--- config.mk ---
export PLATFORM = sky130hd
export DESIGN_NAME = can_fifo_status_reg
export DESIGN_NICKNAME = d
export VERILOG_FILES = /design/src/pkg/fifo_status_pkg.sv /design/src/rtl/can_fifo_status_reg.sv
export VERILOG_INCLUDE_DIRS = /design/src /design/src/pkg
export SDC_FILE = /design/constraint.sdc
export NUM_CORES = 2
export LEC_CHECK = 0
export BUFFER_PORTS_ARGS = -buffer_cell sky130_fd_sc_hd__buf_2
export CORE_AREA = 4 4 606 608
export CTS_CLUSTER_SIZE = 25
export DETAILED_ROUTE_END_ITERATION = 8
export DIE_AREA = 0 0 610 612
export HOLD_SLACK_MARGIN = 0.15
export SLEW_MARGIN = 20
export SYNTH_ARGS = -nofsm -noshare
export SYNTH_HDL_FRONTEND = slang
export SYNTH_SLANG_ARGS = --single-unit
export TNS_END_PERCENT = 30
--- constraint.sdc ---
create_clock -name SYS_CLK -period 4.27 [get_ports SYS_CLK]
set_clock_uncertainty 0.1 [all_clocks]
set_input_delay 0.6405 -clock SYS_CLK [delete_from_list [all_inputs] [get_ports SYS_CLK]]
set_output_delay 0.6405 -clock SYS_CLK [all_outputs]
set_load 0.1 [all_outputs]
--- src/pkg/fifo_status_map.svh ---
// field positions, widths and reset values of the per-FIFO status register
`ifndef FIFO_STATUS_MAP_SVH
`define FIFO_STATUS_MAP_SVH

`define FSTA_WORD_W        32
`define FSTA_IDX_W         5
`define FSTA_IDX_LSB       8
`define FSTA_IDX_MSB       12
`define FSTA_ABORTED_BIT   7
`define FSTA_LOST_ARB_BIT  6
`define FSTA_BUS_ERR_BIT   5
`define FSTA_ATTEMPTS_BIT  4
`define FSTA_OVERFLOW_BIT  3
`define FSTA_EMPTY_FULL_BIT 2
`define FSTA_HALF_BIT      1
`define FSTA_NF_NE_BIT     0
`define FSTA_COUNT_W       6
`define FSTA_NUM_FIFOS     31
`define FSTA_RESET_WORD    32'h0000_0000
`define FSTA_IDX_RESET     5'h00
`define FSTA_COUNT_RESET   6'h00

`endif

--- src/pkg/fifo_status_pkg.sv ---
// types shared by the per-FIFO status register block
`default_nettype none
`include "fifo_status_map.svh"

package fifo_status_pkg;

	// static configuration of one FIFO, from its control register
	typedef struct packed {
		logic                     fifo_direction_select; // 1 = transmit
		logic [`FSTA_IDX_W-1:0]   fifo_depth_setting;    // depth minus one
	} fifo_cfg_t;

	// single-cycle events reported by the FIFO engine, one set per FIFO
	typedef struct packed {
		logic tx_request;       // software set the transmit request
		logic fifo_reset;       // FIFO reset: pointers and flags to zero
		logic tx_done;          // a transmit completed or aborted
		logic tx_aborted;       // qualifies tx_done
		logic tx_lost_arb;      // qualifies tx_done
		logic tx_bus_err;       // qualifies tx_done
		logic tx_attempts_out;  // retransmit attempts exhausted
		logic rx_overflow;      // receive message dropped, FIFO full
		logic push;             // one message enters the FIFO
		logic pop;              // one message leaves the FIFO
	} fifo_event_t;

	// sticky flags of one FIFO
	typedef struct packed {
		logic tx_aborted_status;
		logic tx_lost_arbitration_status;
		logic tx_bus_error_status;
		logic tx_attempts_exhausted_flag;
		logic rx_overflow_flag;
	} fifo_flags_t;

	// live state of one FIFO
	typedef struct packed {
		fifo_flags_t                 flags;
		logic [`FSTA_IDX_W-1:0]     head;  // next slot to fill
		logic [`FSTA_IDX_W-1:0]     tail;  // next message to leave
		logic [`FSTA_COUNT_W-1:0]   count; // messages held
		logic [`FSTA_WORD_W-1:0]    word;  // status word as read
	} fifo_state_t;

endpackage : fifo_status_pkg

`default_nettype wire

--- src/rtl/can_fifo_status_reg.sv ---
// per-FIFO status registers of the CAN FD controller, one per FIFO
//
// How it works
// - bits 31 to 13 read zero, no storage
// - transmit FIFO: index of next message to send
// - receive FIFO: index of next slot to fill
// - index counts zero up to depth minus one
// - bit 7: message was aborted
// - bit 6: message lost arbitration
// - bit 5: bus error during transmission
// - bit 4: transmit attempts exhausted pending
// - receive FIFO: attempts flag reads zero
// - transmit request or zero write clears status
// - bits 7-3 hardware set, software clear; reset zero
// - status bits set only at completion; cleared by request, zero write or reset
// - bit 3: receive overflow; zero for transmit
// - bits 2 and 0 follow FIFO occupancy
`timescale 1ns/1ps
`include "fifo_status_map.svh"
`default_nettype none

module can_fifo_status_reg
#(
	parameter int NUM_FIFOS = `FSTA_NUM_FIFOS
)
(
	input  wire logic                                  SYS_CLK,
	input  wire logic                                  SYS_RST,
	input  wire fifo_status_pkg::fifo_cfg_t [NUM_FIFOS-1:0]   CFG,
	input  wire fifo_status_pkg::fifo_event_t [NUM_FIFOS-1:0] EVENTS,
	input  wire logic [NUM_FIFOS-1:0]                 REG_WR,
	input  wire logic [`FSTA_WORD_W-1:0]              REG_WR_DATA,
	output logic [NUM_FIFOS-1:0][`FSTA_WORD_W-1:0]    REG_RD_DATA
);

	// whole state of the block: one record per FIFO
	typedef struct packed {
		fifo_status_pkg::fifo_state_t [NUM_FIFOS-1:0] fifo;
	} state_t;

	state_t state_r;
	state_t state_nxt;

	// advance a slot pointer, wrapping at the configured depth
	function automatic logic [`FSTA_IDX_W-1:0] wrap_inc
	(
		input logic [`FSTA_IDX_W-1:0] ptr,
		input logic [`FSTA_IDX_W-1:0] last
	);
		logic [`FSTA_IDX_W-1:0] res;
		res = (ptr >= last) ? `FSTA_IDX_RESET : ptr + 5'h01;
		return res;
	endfunction : wrap_inc

	// assemble the word software reads from the next state
	function automatic logic [`FSTA_WORD_W-1:0] build_word
	(
		input fifo_status_pkg::fifo_state_t st,
		input fifo_status_pkg::fifo_cfg_t   cfg
	);
		logic [`FSTA_WORD_W-1:0]  w;
		logic [`FSTA_COUNT_W-1:0] depth;
		logic                     is_tx;
		logic                     empty;
		logic                     full;
		w     = `FSTA_RESET_WORD;
		depth = {1'b0, cfg.fifo_depth_setting} + 6'h01;
		is_tx = cfg.fifo_direction_select;
		empty = (st.count == `FSTA_COUNT_RESET);
		full  = (st.count >= depth);
		// index: send side for transmit, fill side for receive
		if (is_tx)
		begin
			w[`FSTA_IDX_MSB:`FSTA_IDX_LSB] = st.tail;
		end
		else
		begin
			w[`FSTA_IDX_MSB:`FSTA_IDX_LSB] = st.head;
		end
		w[`FSTA_ABORTED_BIT]  = st.flags.tx_aborted_status;
		w[`FSTA_LOST_ARB_BIT] = st.flags.tx_lost_arbitration_status;
		w[`FSTA_BUS_ERR_BIT]  = st.flags.tx_bus_error_status;
		w[`FSTA_ATTEMPTS_BIT] = is_tx & st.flags.tx_attempts_exhausted_flag;
		w[`FSTA_OVERFLOW_BIT] = ~is_tx & st.flags.rx_overflow_flag;
		// occupancy flags swap meaning with direction
		if (is_tx)
		begin
			w[`FSTA_EMPTY_FULL_BIT] = empty;
			w[`FSTA_HALF_BIT]       = ({st.count, 1'b0} <= {1'b0, depth});
			w[`FSTA_NF_NE_BIT]      = ~full;
		end
		else
		begin
			w[`FSTA_EMPTY_FULL_BIT] = full;
			w[`FSTA_HALF_BIT]       = ({st.count, 1'b0} >= {1'b0, depth});
			w[`FSTA_NF_NE_BIT]      = ~empty;
		end
		return w;
	endfunction : build_word

	// next state: every FIFO handled alone, no shared state between them
	always_comb
	begin
		fifo_status_pkg::fifo_state_t st;
		fifo_status_pkg::fifo_event_t ev;
		fifo_status_pkg::fifo_cfg_t   cfg;
		logic [`FSTA_IDX_W-1:0]       last;
		logic                         wr;
		logic                         do_push;
		logic                         do_pop;
		st        = '0;
		ev        = '0;
		cfg       = '0;
		last      = `FSTA_IDX_RESET;
		wr        = 1'b0;
		do_push   = 1'b0;
		do_pop    = 1'b0;
		state_nxt = state_r;
		for (int i = 0; i < NUM_FIFOS; i++)
		begin
			st   = state_r.fifo[i];
			ev   = EVENTS[i];
			cfg  = CFG[i];
			last = cfg.fifo_depth_setting;
			wr   = REG_WR[i];
			// guard the pointers: no push when full, no pop when empty
			do_push = ev.push &
				(st.count <= {1'b0, last});
			do_pop  = ev.pop & (st.count != `FSTA_COUNT_RESET);
			if (ev.fifo_reset)
			begin
				// a FIFO reset wipes pointers and flags together
				st = '0;
			end
			else
			begin
				// clears first: transmit request, then zero writes
				if (ev.tx_request)
				begin
					st.flags.tx_aborted_status          = 1'b0;
					st.flags.tx_lost_arbitration_status = 1'b0;
					st.flags.tx_bus_error_status        = 1'b0;
				end
				if (wr)
				begin
					// a one written leaves a flag alone; a zero clears it
					st.flags.tx_aborted_status =
						st.flags.tx_aborted_status &
						REG_WR_DATA[`FSTA_ABORTED_BIT];
					st.flags.tx_lost_arbitration_status =
						st.flags.tx_lost_arbitration_status &
						REG_WR_DATA[`FSTA_LOST_ARB_BIT];
					st.flags.tx_bus_error_status =
						st.flags.tx_bus_error_status &
						REG_WR_DATA[`FSTA_BUS_ERR_BIT];
					st.flags.tx_attempts_exhausted_flag =
						st.flags.tx_attempts_exhausted_flag &
						REG_WR_DATA[`FSTA_ATTEMPTS_BIT];
					st.flags.rx_overflow_flag =
						st.flags.rx_overflow_flag &
						REG_WR_DATA[`FSTA_OVERFLOW_BIT];
				end
				// sets come last so an event in the clearing cycle survives
				if (ev.tx_done & cfg.fifo_direction_select)
				begin
					if (ev.tx_aborted)
					begin
						st.flags.tx_aborted_status = 1'b1;
					end
					if (ev.tx_lost_arb)
					begin
						st.flags.tx_lost_arbitration_status = 1'b1;
					end
					if (ev.tx_bus_err)
					begin
						st.flags.tx_bus_error_status = 1'b1;
					end
				end
				if (ev.tx_attempts_out & cfg.fifo_direction_select)
				begin
					st.flags.tx_attempts_exhausted_flag = 1'b1;
				end
				if (ev.rx_overflow & ~cfg.fifo_direction_select)
				begin
					st.flags.rx_overflow_flag = 1'b1;
				end
				// occupancy and the two slot pointers
				if (do_push)
				begin
					st.head = wrap_inc(st.head, last);
				end
				if (do_pop)
				begin
					st.tail = wrap_inc(st.tail, last);
				end
				if (do_push & ~do_pop)
				begin
					st.count = st.count + 6'h01;
				end
				else if (do_pop & ~do_push)
				begin
					st.count = st.count - 6'h01;
				end
			end
			// word is registered so the read port comes from flops;
			// it is built from the next state, so it adds no latency after an event
			st.word = build_word(st, cfg);
			state_nxt.fifo[i] = st;
		end
	end

	// the one state register; synchronous reset clears every flag
	always_ff @(posedge SYS_CLK)
	begin
		if (SYS_RST)
		begin
			state_r <= '0;
		end
		else
		begin
			state_r <= state_nxt;
		end
	end

	// read port: each FIFO's word straight from its register
	always_comb
	begin
		for (int i = 0; i < NUM_FIFOS; i++)
		begin
			REG_RD_DATA[i] = state_r.fifo[i].word;
		end
	end

endmodule : can_fifo_status_reg

`default_nettype wire

==> flow_summary.yaml <==
timing:
  min_period_over_period_pct: 94.4
  max_slew_margin_pct: 34.0
  fin_crit_ns: 4.03
  fin_hold_ws_ns: 0.223
  hold_violations: 0
  rsz0062_at_grt: "no"
  setup_ws_ns: 0.241
  fmax_mhz: 248
  worst_pin_slew_ns: 0.991
  slew_violations: 0
  setup_viol: 0
placement:
  dpl.hpwl_mm: 211
  dp_slack_ns: -0.114
  io_buffers: 936
  gp_congestion: 0.903
floorplan:
  rows: 221
  core_um2: 362000
  start_util_pct: 19.7
  io_pins: 1553
  fp.dieW_um: 610
  dieArea_um2: 373000
  dieHeight_um: 612
global_route:
  grt_pass1_vias: 59100
  grtUsageTotal_pct: 13.5
  grt_max_degree: 102
  grt_overflow: 0
  grt_antenna_before_repair: 67
  grt_pass1_wl_mm: 383
pwr:
  pwr-share-clk_pct: 38.4
  cellLeakagePower_nw: 41.2
  vdd_drop_max_v: 0.000340
  combPwrFrac_pct: 31.1
  seqPwrFrac_pct: 30.5
  switching_share_pct: 38.6
  powerDensity_nw_per_um2: 362
  p_sw_mw: 12.2
  internal-power_mw: 19.4
synthesis:
  ys_types: 95
  synth_top_family_by_area: "simple AND/OR/NAND/NOR gates"
  avgSynthCellArea_um2: 8.35
  synth_seq_area_share_pct: 27.0
  netlist.area_leader.share_pct: 27.0
  synth.area.mux_share_pct: 2.94
  syn_inst: 8535
  synth_fa_ha_area_share_pct: 16.8
  synth-async-reset-ratio_pct: 0
  synth_compound_area_share_pct: 12.7
  yosys_warnings: 0
  synth-simple-area-share_pct: 19.6
  synth-seq-cells: 961
  synthXorXnorAreaFrac_pct: 6.50
  synth_area_leaders: "dfxtp_1 27%, ha_1 16%, buf_4 10%, nor2_1 3.7%, xnor2_1 3.6%"
  syn-cell-area_um2: 71300
  synth_edf_count: 0
  synth_top_flop_cell: "dfxtp_1"
  yosys.area.top_type: "dfxtp_1"
clock_network:
  clock_latency_ns: 0.83
  clock_path_buffers: 4
  cts_tree: "done"
  clk_pin_slew_ns: 0.06
  clock-sinks: 961
  cts_buffers: 134
  htreeDepth: 4
  clockRootBuffer: "clkbuf_16"
status:
  status: "finished, final reports clean"
route:
  routed_wl_mm: 265
  wl_per_cell_um: 18.1
  via_per_inst: 4.21
  drt_iter0_drc: 3979
  drt_pass1_iterations: 5
  drc: 0
  antenna_left: 0
  vias: 61600
worst_setup_path:
  critPathMaxStageDelay_ns: 0.40
  critPathBufInv: 3
  slowest_stage: "or3b_1"
  worstSetupPathType: "reg2reg"
  crit_chain: "inv_1, ha_1, or3b_1, o31a_1, xnor2_1, xnor2_1, or2_2, inv_1, ha_1, a21o_1, a21oi_1, nor3_1, mux2_2, a2111oi_1, buf_4, xor2_1, a21oi_1"
  critical_path.top_delay_family: "compound AO/OA/AOI/OAI gates"
  start_kind: "register"
  cp-end-kind: "register"
  cp.arrival_ns: 4.62
  crit_required_ns: 4.86
  path_max_fanout: 8
final_layout:
  area_growth_pct: 22.8
  drive_above_1_share_pct: 17.5
  layout.nets: 11200
  fin_util_pct: 24.2
flow_run:
  cap_violations: 0
min_path:
  hold_path.class: "in2reg"
-- stage by stage --
stage	instances	cell area (µm²)	power, mW	TNS, ns
6_report	14600	87500	31.6	0
5_1_grt	14600	87500	33.2	0
4_1_cts	14600	87400	32.1	0
3_5_place_dp	13900	78400	19.4	-0.363
3_3_place_gp	13900	78400	19.3	-0.367
2_1_floorplan	9123	73500	17.7	0
-- cells in the final DEF (no fill, tap or decap), types with 234 or more instances in the layout --
cell type | netlist | final
buf_4 | 993 | 353
buf_2 | 13 | 930
ha_1 | 938 | 938
nor3_1 | 330 | 329
conb_1 | 1 | 589
xor2_1 | 234 | 234
nand3_1 | 256 | 256
dfxtp_1 | 961 | 961
nand2b_1 | 247 | 247
dlygate4sd3_1 | 0 | 433
nor2_1 | 696 | 694
inv_1 | 495 | 494
nand2_1 | 367 | 367
xnor2_1 | 295 | 295
a21oi_1 | 495 | 495
-- per-layer routing --
layer	global-route usage (%)	routed length [µm]
met5	0	140
met3	2.62	17200
met4	5.60	11100
met1	16.8	113000
met2	22.6	124000
-- sequential cells by signal, indices dropped and copies added (netlist names) --
register and count:
REG_RD_DATA 403, state_r 558
-- power groups by stage --
stage          registers, mW  clock network (mW)  logic (mW)
4_1_cts                 9.65                12.6        9.84
2_1_floorplan           9.69                   0        8.04
5_1_grt                 9.68                12.9        10.6
3_5_place_dp            9.84                   0        9.52
6_report                9.65                12.2        9.84
3_3_place_gp            9.85                   0        9.46
-- path summary, 6_finish.rpt --
path / start / end / slack, ns / cells after the start
setup / recovery: state_r[245] / REG_RD_DATA[129] / 0.24 / 17
hold / removal: EVENTS[244] / REG_RD_DATA[773] / 0.22 / 3
setup reg to reg: state_r[245] / REG_RD_DATA[129] / 0.24 / 17
hold reg to reg: state_r[1374] / state_r[1374] / 0.38 / 2
-- repair_timing --
item,4_1_cts,5_1_grt
endpoints found under the setup margin,0,6
hold buffers,433,0
endpoints found under the hold margin,374,0
resized for setup,0,7
buffers inserted,0,0
-- cells by family after synthesis --
kind of cell    count (synthesis)
compound gates               1409
xor+xnor                      529
fa+ha+maj                     964
buf+inv                      1758
flops                         961
mux                           199
other cells                     1
simple gates                 2714
-- cell usage after synthesis (all sizes together) (176+ instances only) --
library cell     n
buf           1015
dfxtp          961
ha             938
nor2           697
a21oi          495
inv            495
nand2          368
nor3           330
xnor2          295
nand3          256
clkbuf         247
nand2b         247
xor2           234
o21ai          229
a21o           207
nor2b          185
nand4          176
-- cell type report --
class	count	area [µm²]
Fill cell	39300	274000
Clock inverter	57	845
Antenna cell	28	70.1
Clock buffer	179	3820
Multi-Input combinational cell	6404	43900
Tap cell	4794	6000
Sequential cell	961	19200
Inverter	496	1870
Timing Repair Buffer	1722	11800
-- worst min-delay path, delay by kind of cell --
kind | cells | cell delay, ns
simple gates | 1 | 0.20
compound gates | 1 | 0.10
buf+inv | 1 | 0.10
(Power assumes the default switching activity.)
